File: src/pjcd_pkg.sv
// Shared constants for the jog and command pulse front end
package pjcd_pkg;

  // System clock rate
  localparam int unsigned CLK_HZ  = 50_000_000;
  localparam int unsigned CLK_MHZ = 50;

  // Data widths
  localparam int unsigned SPEED_W = 16;
  localparam int unsigned POS_W   = 32;
  localparam int unsigned RATE_W  = 32;
  localparam int unsigned ACC_W   = 24;
  localparam int unsigned WEIGHT_W = 8;

  // Pulse form codes, bit5 bit4 bit3 of the pulse form switch
  localparam logic [2:0] FORM_SIGN_PULSE = 3'h0;
  localparam logic [2:0] FORM_CW_CCW     = 3'h1;
  localparam logic [2:0] FORM_QUAD_X1    = 3'h2;
  localparam logic [2:0] FORM_QUAD_X2    = 3'h3;
  localparam logic [2:0] FORM_QUAD_X4    = 3'h4;

  // Extra pulse multiplication weights
  localparam logic [WEIGHT_W-1:0] WEIGHT_X1   = 8'h01;
  localparam logic [WEIGHT_W-1:0] WEIGHT_X10  = 8'h0a;
  localparam logic [WEIGHT_W-1:0] WEIGHT_X100 = 8'h64;

  // Position method values choosing the jog speed source
  localparam logic [2:0] METHOD_STATION = 3'h0;
  localparam logic [2:0] METHOD_DIGSW   = 3'h1;
  localparam logic [2:0] METHOD_SERIAL  = 3'h2;
  localparam logic [2:0] METHOD_TABLE   = 3'h4;

  // Feed rate: pulses per second times this is units per minute
  localparam int unsigned SEC_PER_MIN = 60;
  localparam int unsigned RATE_GATE_MS = 100;
  localparam int unsigned RATE_GATE_CYCLES = RATE_GATE_MS * (CLK_HZ / 1000);

  // Host pulse timing; 5 us period meets every rate limit
  localparam int unsigned PULSE_PERIOD_NS = 5000;
  localparam int unsigned QUARTER_CYC = (PULSE_PERIOD_NS * CLK_MHZ + 3999) / 4000;
  localparam int unsigned SERVO_WAIT_MS = 30;
  localparam int unsigned SERVO_WAIT_CYC = SERVO_WAIT_MS * (CLK_HZ / 1000);

  // Host register offsets and reset value
  localparam logic [7:0]  REG_CTRL   = 8'h00;
  localparam logic [7:0]  REG_CMD    = 8'h04;
  localparam logic [7:0]  REG_STATUS = 8'h08;
  localparam logic [15:0] CTRL_RESET = 16'h0000;

  // Control register bit positions
  localparam int unsigned CB_JOG_MODE = 0;
  localparam int unsigned CB_PULSE_MODE = 1;
  localparam int unsigned CB_JOG_FWD = 2;
  localparam int unsigned CB_JOG_REV = 3;
  localparam int unsigned CB_SP2 = 4;
  localparam int unsigned CB_SP3 = 5;
  localparam int unsigned CB_SERVO_ON = 6;
  localparam int unsigned CB_LINE_GEN = 7;
  localparam int unsigned CB_FORM_LO = 8;
  localparam int unsigned CB_NEG = 11;
  localparam int unsigned CMD_DIR_BIT = 31;

endpackage

File: src/pjcd_link_if.sv
`timescale 1ns/1ps
// Line-level signals from the host controller to the drive
interface pjcd_link_if;
  logic cmd_pulse;               // Command pulse line, phase A
  logic cmd_sign;                // Command sign line, phase B
  logic jog_mode_select_n;       // Manual mode select, low active
  logic pulse_mode_select_n;     // Pulse mode select, low active
  logic jog_forward_cmd_n;       // Manual forward, low active
  logic jog_reverse_cmd_n;       // Manual reverse, low active
  logic speed_select_second_n;   // Speed select two, low active
  logic speed_select_third_n;    // Speed select three, low active
  logic line_gen_active;         // Line pulse generator in use
  logic line_gen_step;           // Line generator step, one per rising edge
  logic line_gen_dir;            // Line generator direction, 1 forward

  modport host (output cmd_pulse, cmd_sign, jog_mode_select_n, pulse_mode_select_n,
                output jog_forward_cmd_n, jog_reverse_cmd_n, speed_select_second_n,
                output speed_select_third_n, line_gen_active, line_gen_step, line_gen_dir);
  modport dev  (input cmd_pulse, cmd_sign, jog_mode_select_n, pulse_mode_select_n,
                input jog_forward_cmd_n, jog_reverse_cmd_n, speed_select_second_n,
                input speed_select_third_n, line_gen_active, line_gen_step, line_gen_dir);
endinterface

File: src/pjcd_device.sv
// Decided for this implementation: strobed register access and the register addresses.
`timescale 1ns/1ps
// Drive end: manual jog and command pulse decoding

module pjcd_device
  import pjcd_pkg::*;
#(
  parameter int unsigned GATE_CYCLES = RATE_GATE_CYCLES
) (
  // Clock and reset
  input  wire logic                    clk_sys_in,
  input  wire logic                    rst_in,
  // Line side from the host
  pjcd_link_if.dev                     link,
  // Configuration
  input  wire logic [2:0]              pulse_form_switch_in,
  input  wire logic                    negative_logic_in,
  input  wire logic [2:0]              position_method_setting_in,
  input  wire logic [3:0][SPEED_W-1:0] param_speed_in,
  input  wire logic [SPEED_W-1:0]      digital_switch_speed_in,
  input  wire logic [SPEED_W-1:0]      serial_speed_command_in,
  input  wire logic [SPEED_W-1:0]      speed_table_speed_in,
  // Mode status
  output logic                         pulse_mode_out,
  output logic                         jog_mode_out,
  output logic                         mode_conflict_out,
  // Manual jog command
  output logic                         jog_run_out,
  output logic                         jog_dir_out,
  output logic [SPEED_W-1:0]           jog_speed_out,
  // Position and feed rate
  output logic signed [POS_W-1:0]      position_target_out,
  output logic [RATE_W-1:0]            feed_rate_out
);

  // Units per minute per counted unit in one gate window
  localparam int unsigned RATE_SCALE = SEC_PER_MIN * (CLK_HZ / GATE_CYCLES);

  logic [10:0]         sy1_r;     // First synchroniser stage
  logic [10:0]         sy2_r;     // Second stage, safe to use
  logic                a_now;     // Phase A after polarity
  logic                b_now;     // Phase B after polarity
  logic                a_r;       // Phase A one cycle earlier
  logic                b_r;       // Phase B one cycle earlier
  logic                lstep_r;   // Line generator step earlier
  logic                jog_sel;   // Manual mode selected
  logic                pm_sel;    // Pulse mode selected
  logic                lg_act;    // Line generator in use
  logic                jfwd;      // Jog forward held
  logic                jrev;      // Jog reverse held
  logic                sp2;       // Speed select two asserted
  logic                sp3;       // Speed select three asserted
  logic                step;      // One decoded count this cycle
  logic                fwd;       // Direction of that count
  logic [WEIGHT_W-1:0] weight;    // Units per decoded count
  logic [SPEED_W-1:0]  speed_sel; // Jog speed from its source
  logic [31:0]         gate_r;    // Rate window timer
  logic [ACC_W-1:0]    acc_r;     // Units seen in this window

  // Extra multiplication from the two active-low selects
  function automatic logic [WEIGHT_W-1:0] mult_weight(input logic s2_n, input logic s3_n);
    case ({s2_n, s3_n})
      2'b01:   mult_weight = WEIGHT_X10;
      2'b10:   mult_weight = WEIGHT_X100;
      default: mult_weight = WEIGHT_X1;
    endcase
  endfunction

  // Two-flop synchroniser; reset to idle pin levels so no false edge
  always_ff @(posedge clk_sys_in) begin
    if (rst_in) begin
      sy1_r <= 11'h1f8;
      sy2_r <= 11'h1f8;
    end else begin
      sy1_r <= {link.cmd_pulse, link.cmd_sign, link.jog_mode_select_n,
                link.pulse_mode_select_n, link.jog_forward_cmd_n,
                link.jog_reverse_cmd_n, link.speed_select_second_n,
                link.speed_select_third_n, link.line_gen_active,
                link.line_gen_step, link.line_gen_dir};
      sy2_r <= sy1_r;
    end
  end

  // Synchronised levels, active-low selects inverted
  assign jog_sel = ~sy2_r[8];
  assign pm_sel  = ~sy2_r[7];
  assign jfwd    = ~sy2_r[6];
  assign jrev    = ~sy2_r[5];
  assign sp2     = ~sy2_r[4];
  assign sp3     = ~sy2_r[3];
  assign lg_act  = sy2_r[2];

  assign a_now = sy2_r[10] ^ negative_logic_in;
  assign b_now = sy2_r[9] ^ negative_logic_in;

  assign weight = mult_weight(~sp2, ~sp3);

  // Edge history for pulse and line generator decoding
  always_ff @(posedge clk_sys_in) begin
    if (rst_in) begin
      a_r <= 1'b0;
      b_r <= 1'b0;
      lstep_r <= 1'b0;
    end else begin
      a_r <= a_now;
      b_r <= b_now;
      lstep_r <= sy2_r[1];
    end
  end

  always_comb begin
    step = 1'b0;
    fwd  = 1'b0;
    case (pulse_form_switch_in)
      FORM_SIGN_PULSE, FORM_QUAD_X1: begin
        step = a_now & ~a_r;
        fwd  = b_now;
      end
      FORM_CW_CCW: begin
        // Forward counts on the sign line, reverse on the pulse line
        step = (a_now & ~a_r) ^ (b_now & ~b_r);
        fwd  = b_now & ~b_r;
      end
      FORM_QUAD_X2: begin
        step = a_now ^ a_r;
        fwd  = ~(a_now ^ b_now);
      end
      FORM_QUAD_X4: begin
        // Both phases moving at once is dropped
        if ((a_now ^ a_r) && !(b_now ^ b_r)) begin
          step = 1'b1;
          fwd  = ~(a_now ^ b_now);
        end else if ((b_now ^ b_r) && !(a_now ^ a_r)) begin
          step = 1'b1;
          fwd  = a_now ^ b_now;
        end
      end
      default: step = 1'b0;
    endcase
  end

  // pulse mode refused beside line generator
  always_ff @(posedge clk_sys_in) begin
    if (rst_in) begin
      pulse_mode_out <= 1'b0;
      jog_mode_out <= 1'b0;
      mode_conflict_out <= 1'b0;
    end else begin
      pulse_mode_out <= pm_sel & ~lg_act;
      jog_mode_out <= jog_sel & ~pm_sel;
      mode_conflict_out <= pm_sel & lg_act;
    end
  end

  // Position target; registered pulse mode flag gates the pulse counts
  always_ff @(posedge clk_sys_in) begin
    if (rst_in) begin
      position_target_out <= '0;
    end else if (pulse_mode_out && step) begin
      // one unit per decoded count, times weight
      position_target_out <= fwd ? position_target_out + POS_W'(weight)
                                 : position_target_out - POS_W'(weight);
    end else if (lg_act && !pm_sel && sy2_r[1] && !lstep_r) begin
      // Line generator moves one unit per rising step
      position_target_out <= sy2_r[0] ? position_target_out + POS_W'(1)
                                      : position_target_out - POS_W'(1);
    end
  end

  // units per window scaled to per minute
  always_ff @(posedge clk_sys_in) begin
    if (rst_in) begin
      gate_r <= '0;
      acc_r <= '0;
      feed_rate_out <= '0;
    end else if (gate_r == 32'(GATE_CYCLES - 1)) begin
      gate_r <= '0;
      acc_r <= '0;
      feed_rate_out <= RATE_W'(acc_r * RATE_SCALE);
    end else begin
      gate_r <= gate_r + 32'h1;
      if (pulse_mode_out && step) begin
        acc_r <= acc_r + ACC_W'(weight);
      end
    end
  end

  always_comb begin
    case (position_method_setting_in)
      METHOD_STATION: speed_sel = param_speed_in[{sp3, sp2}];
      METHOD_DIGSW:   speed_sel = digital_switch_speed_in;
      METHOD_SERIAL:  speed_sel = serial_speed_command_in;
      METHOD_TABLE:   speed_sel = speed_table_speed_in;
      default:        speed_sel = '0;
    endcase
  end

  // run only while one jog held
  always_ff @(posedge clk_sys_in) begin
    if (rst_in) begin
      jog_run_out   <= 1'b0;
      jog_dir_out   <= 1'b0;
      jog_speed_out <= '0;
    end else if (jog_sel && !pm_sel && (jfwd ^ jrev)) begin
      // jog honoured only in manual mode
      jog_run_out   <= 1'b1;
      jog_dir_out   <= jfwd;
      jog_speed_out <= speed_sel;
    end else begin
      // Neither or both held, manual mode off or pulse mode selected: stop
      jog_run_out   <= 1'b0;
      jog_dir_out   <= 1'b0;
      jog_speed_out <= '0;
    end
  end

endmodule

File: src/flat_wrapper.sv
// flat-port wrapper written by rule: the top's interface ports become plain ports
module pjcd_device_flat import pjcd_pkg::*;
#(
  parameter int unsigned GATE_CYCLES = RATE_GATE_CYCLES
)
  (clk_sys_in, rst_in, pulse_form_switch_in, negative_logic_in, position_method_setting_in, param_speed_in, digital_switch_speed_in, serial_speed_command_in, speed_table_speed_in, pulse_mode_out, jog_mode_out, mode_conflict_out, jog_run_out, jog_dir_out, jog_speed_out, position_target_out, feed_rate_out, link_cmd_pulse, link_cmd_sign, link_jog_mode_select_n, link_pulse_mode_select_n, link_jog_forward_cmd_n, link_jog_reverse_cmd_n, link_speed_select_second_n, link_speed_select_third_n, link_line_gen_active, link_line_gen_step, link_line_gen_dir);
  pjcd_link_if link_i ();
  input  wire logic clk_sys_in;
  input  wire logic rst_in;
  input  wire logic [2:0] pulse_form_switch_in;
  input  wire logic negative_logic_in;
  input  wire logic [2:0] position_method_setting_in;
  input  wire logic [3:0][SPEED_W-1:0] param_speed_in;
  input  wire logic [SPEED_W-1:0] digital_switch_speed_in;
  input  wire logic [SPEED_W-1:0] serial_speed_command_in;
  input  wire logic [SPEED_W-1:0] speed_table_speed_in;
  output logic pulse_mode_out;
  output logic jog_mode_out;
  output logic mode_conflict_out;
  output logic jog_run_out;
  output logic jog_dir_out;
  output logic [SPEED_W-1:0] jog_speed_out;
  output logic signed [POS_W-1:0] position_target_out;
  output logic [RATE_W-1:0] feed_rate_out;
  input wire logic [$bits(link_i.cmd_pulse)-1:0] link_cmd_pulse;
  input wire logic [$bits(link_i.cmd_sign)-1:0] link_cmd_sign;
  input wire logic [$bits(link_i.jog_mode_select_n)-1:0] link_jog_mode_select_n;
  input wire logic [$bits(link_i.pulse_mode_select_n)-1:0] link_pulse_mode_select_n;
  input wire logic [$bits(link_i.jog_forward_cmd_n)-1:0] link_jog_forward_cmd_n;
  input wire logic [$bits(link_i.jog_reverse_cmd_n)-1:0] link_jog_reverse_cmd_n;
  input wire logic [$bits(link_i.speed_select_second_n)-1:0] link_speed_select_second_n;
  input wire logic [$bits(link_i.speed_select_third_n)-1:0] link_speed_select_third_n;
  input wire logic [$bits(link_i.line_gen_active)-1:0] link_line_gen_active;
  input wire logic [$bits(link_i.line_gen_step)-1:0] link_line_gen_step;
  input wire logic [$bits(link_i.line_gen_dir)-1:0] link_line_gen_dir;
  assign link_i.cmd_pulse = link_cmd_pulse;
  assign link_i.cmd_sign = link_cmd_sign;
  assign link_i.jog_mode_select_n = link_jog_mode_select_n;
  assign link_i.pulse_mode_select_n = link_pulse_mode_select_n;
  assign link_i.jog_forward_cmd_n = link_jog_forward_cmd_n;
  assign link_i.jog_reverse_cmd_n = link_jog_reverse_cmd_n;
  assign link_i.speed_select_second_n = link_speed_select_second_n;
  assign link_i.speed_select_third_n = link_speed_select_third_n;
  assign link_i.line_gen_active = link_line_gen_active;
  assign link_i.line_gen_step = link_line_gen_step;
  assign link_i.line_gen_dir = link_line_gen_dir;
  pjcd_device #(.GATE_CYCLES(GATE_CYCLES)) u_core (.clk_sys_in(clk_sys_in), .rst_in(rst_in), .link(link_i), .pulse_form_switch_in(pulse_form_switch_in), .negative_logic_in(negative_logic_in), .position_method_setting_in(position_method_setting_in), .param_speed_in(param_speed_in), .digital_switch_speed_in(digital_switch_speed_in), .serial_speed_command_in(serial_speed_command_in), .speed_table_speed_in(speed_table_speed_in), .pulse_mode_out(pulse_mode_out), .jog_mode_out(jog_mode_out), .mode_conflict_out(mode_conflict_out), .jog_run_out(jog_run_out), .jog_dir_out(jog_dir_out), .jog_speed_out(jog_speed_out), .position_target_out(position_target_out), .feed_rate_out(feed_rate_out));
endmodule
File: config.mk
export PLATFORM = sky130hd
export DESIGN_NAME = pjcd_device_flat
export DESIGN_NICKNAME = d
export VERILOG_FILES = /design/src/pjcd_pkg.sv /design/src/pjcd_link_if.sv /design/src/pjcd_device.sv /design/src/flat_wrapper.sv
export SDC_FILE = /design/constraint.sdc
export NUM_CORES = 1
export LEC_CHECK = 0
export ABC_AREA = 1
export BUFFER_PORTS_ARGS = -buffer_cell sky130_fd_sc_hd__buf_2
export CAP_MARGIN = 20
export CELL_PAD_IN_SITES_DETAIL_PLACEMENT = 1
export CELL_PAD_IN_SITES_GLOBAL_PLACEMENT = 2
export CORE_MARGIN = 10
export CORE_UTILIZATION = 29
export DETAILED_ROUTE_END_ITERATION = 7
export PLACE_DENSITY = 0.84
export SKIP_CTS_REPAIR_TIMING = 1
export SLEW_MARGIN = 40
export SYNTH_ARGS = -nofsm -noshare
export SYNTH_HDL_FRONTEND = slang
export SYNTH_SLANG_ARGS = --single-unit
File: constraint.sdc
create_clock -name clk_sys_in -period 3.8 [get_ports clk_sys_in]
set_input_delay 0.76 -clock clk_sys_in [delete_from_list [all_inputs] [get_ports clk_sys_in]]
set_output_delay 0.76 -clock clk_sys_in [all_outputs]
set_load 0.02 [all_outputs]
==> out/results.tsv <==
stage	metric	value	unit
synth	Synth async-reset ratio	0	
clocking	total CTS buffers	17	
critical_path	crit path max fanout	4	
floorplan	Rows	81	
clocking	clk slew on worst S/H paths	0.07	ns
power	Max IR drop VDD	394	µV
clocking	worst skew pair latency	0.48	ns
floorplan	CORE AREA	0.0491	mm²
final_layout	Design Area, Final	0.0193	mm²
timing	RSZ-0062 raised after global routing	yes	
placed_design	GPL Wtd Cong	0.902	
timing	minimum clock period	3.71	ns
timing	Worst Max-Slew Pin Slew	0.697	ns
power	PD cells	246	mW/mm²
critical_path	Req. time, crit path	4.23	ns
global_route	Tot GR Track Use	0.182	
min_path	Hold Path Class	reg -> reg	
final_layout	most frequent cells in the layout	inv_1 (342), nand2_1 (333), buf_2 (212)	
placed_design	worst slack, placed	-0.675	ns
synth	syn_area_per_cell	6.83	µm²
power	Final Power	4.76	mW
synth	Yosys reg bits	163	
floorplan	Die X	243	µm
timing	Slew HR	0.535	
power	Reg power frac	0.370	
outcome	status	completed	
placed_design	DPL Wire Length	45.9	mm
floorplan	IO Pins	217	
synth	post-synthesis cell area	0.0144	mm²
drt	vias after detailed routing	15747	
synth	Cell variety after synth	63	
floorplan	height of the die	243	µm
final_layout	FILL cells	6243	
drt	routed vias/inst	4.95	
final_layout	most common cell after layout, fill and taps aside	inv_1	
synth	Cells after Synth	2113	
final_layout	fraction of layout cells with a size suffix above 1	0.277	
placed_design	IO buf count	213	
timing	Hold Violations, Final	0	
clocking	TritonCTS clock tree	built	
timing	number of setup violations in the final report	0	
global_route	remaining global-route overflow	0	
drt	ANT nets after route	0	
final_layout	fin nets	2829	
final_layout	Syn-to-layout area delta	33.9	%
timing	max-slew violations	0	
drt	# DRC	0	
timing	final period utilization	0.976	
synth	EDFF count, synth	0	
clocking	Clock Tree Buf Depth	2	
global_route	largest net degree at the start of global routing	47	
drt	WL final	57.7	mm
power	Comb pwr share	0.270	
critical_path	critical path class	reg -> reg	
floorplan	Initial Util	0.294	
power	Net Sw Frac	0.336	
critical_path	Critical Path End Type	register	
placed_design	Post-DP Area	0.0178	mm²
timing	slack of the critical path	0.0916	ns
clocking	CTS sink cnt	163	
global_route	global-route wire length before repair	87.2	mm
power	switching pwr	1.60	mW
synth	sequential area share after synthesis	0.226	
timing	maximum clock rate	270	MHz
timing	final hold slack	0.402	ns
timing	clk_skew	0.0112	ns
synth	Post-synth top flop	dfxtp_1	
drt	DR pass1 iterations	4	
floorplan	Die ar.	0.0591	mm²
synth	Ys Warns	0	
clocking	CTS H-tree lvls	4	
run	Max Cap Viol	0	
power	Clock Power Share	0.361	
global_route	initial antenna violation count	4	
clocking	clk root buf	clkbuf_16	
power	Pleak	9.55	nW
power	internal power	3.16	mW
global_route	vias in the first global route	16478	
drt	routed length per placed instance	18.1	µm
critical_path	crit path launch type	register	
critical_path	crit path DAT	4.14	ns
drt	DR iter-0 viols	617	
==> worst max-delay path: stages, from the launching register on <==
cell,delay [ns]
dfxtp_4,0.37
ha_1,0.30
ha_1,0.29
inv_1,0.06
fa_1,0.55
inv_1,0.06
fa_1,0.50
ha_4,0.35
nand2_4,0.08
nor2_4,0.11
buf_6,0.12
o21ai_1,0.06
nand2_1,0.11
a21oi_2,0.05
nor2_1,0.12
nor2_1,0.07
or2_4,0.25
nand3_2,0.07
o211ai_1,0.09
inv_1,0.06
==> layer usage <==
layer  vias to the layer above  global-route usage  share of wire
met5                         -                   0        0.00023
met4                         2              0.0621          0.029
met3                        91              0.0299          0.028
met2                       205               0.331           0.52
met1                      7658               0.212           0.42
li1                       7791                   -              -
==> Yosys cell counts (7+ instances only) <==
| cell type | number | area [µm²] |
|---|---|---|
| a211oi_1 | 12 | 90.1 |
| a21o_1 | 8 | 60.1 |
| a21oi_1 | 189 | 946 |
| a31oi_1 | 11 | 68.8 |
| a41oi_1 | 15 | 131 |
| clkbuf_1 | 32 | 120 |
| dfxtp_1 | 163 | 3260 |
| fa_1 | 42 | 841 |
| ha_1 | 154 | 1930 |
| inv_1 | 355 | 1330 |
| inv_2 | 7 | 26.3 |
| nand2_1 | 350 | 1310 |
| nand2_2 | 13 | 81.3 |
| nand3_1 | 95 | 475 |
| nand4_1 | 44 | 275 |
| nor2_1 | 203 | 762 |
| nor2_2 | 10 | 62.6 |
| nor3_1 | 31 | 155 |
| nor4_1 | 11 | 68.8 |
| o211ai_1 | 12 | 90.1 |
| o21ai_0 | 163 | 816 |
| o21bai_1 | 11 | 82.6 |
| o22ai_1 | 16 | 100 |
| or2_2 | 26 | 163 |
| xnor2_1 | 20 | 175 |
| xor2_1 | 26 | 228 |
==> kinds of logic (layout without fill, tap and decap cells) <==
group	Yosys count	after routing	share of synthesized area
buffers and inverters	412	810	0.110
flip-flops	163	163	0.226
AO/OA/AOI/OAI	477	477	0.188
other	1	6	0.000260
AND/OR/NAND/NOR	818	818	0.256
adder cells (fa/ha/maj)	196	196	0.192
XOR/XNOR	46	46	0.0279
==> stage by stage <==
step	utilization	TNS (ns)	instances
finish	0.394	0	3180
floorplan	-	-0.0278	2115
global route	0.394	-0.629	3180
detailed placement	0.362	-11.93	3139
global placement	0.362	-7.25	3139
CTS	0.373	-2.18	3170
==> final timing paths <==
| check | from | to | slack, ns | depth (start not counted) |
|---|---|---|---|---|
| setup / recovery | u_core.acc_r[11] | u_core.feed_rate_out[22] | 0.09 | 19 |
| hold / removal | u_core.sy1_r[10] | u_core.sy2_r[10] | 0.40 | 2 |
| setup reg to reg | u_core.acc_r[11] | u_core.feed_rate_out[22] | 0.09 | 19 |
| hold reg to reg | u_core.sy1_r[10] | u_core.sy2_r[10] | 0.40 | 2 |
==> power by group through the flow <==
stage	Sequential, mW	Combinational (mW)	Clock (mW)
detailed placement	1.80	1.24	0
finish	1.76	1.28	1.72
global route	1.76	1.42	1.84
CTS	1.76	1.24	1.78
floorplan	1.80	0.710	0
global placement	1.80	1.20	0
==> sequential cells by signal (all words and copies together), names as in the netlist <==
name	flops
u_core.a_r	1
u_core.acc_r	24
u_core.b_r	1
u_core.feed_rate_out	29
u_core.gate_r	32
u_core.jog_dir_out	1
u_core.jog_mode_out	1
u_core.jog_run_out	1
u_core.jog_speed_out	16
u_core.lstep_r	1
u_core.mode_conflict_out	1
u_core.position_target_out	32
u_core.pulse_mode_out	1
u_core.sy1_r	11
u_core.sy2_r	11
==> area by class of cell <==
type | count | area (µm²) | share of cell area
clock buffer | 17 | 425 | 0.0220
clock inverter | 14 | 128 | 0.00661
inverter | 367 | 1400 | 0.0726
multi-input combinational | 1540 | 10600 | 0.549
timing repair buffer | 412 | 2620 | 0.135
antenna | 3 | 7.51 | 0.000389
sequential | 163 | 3310 | 0.171
tap | 664 | 831 | 0.0430
No activity file was read; power rests on OpenSTA's default activity.
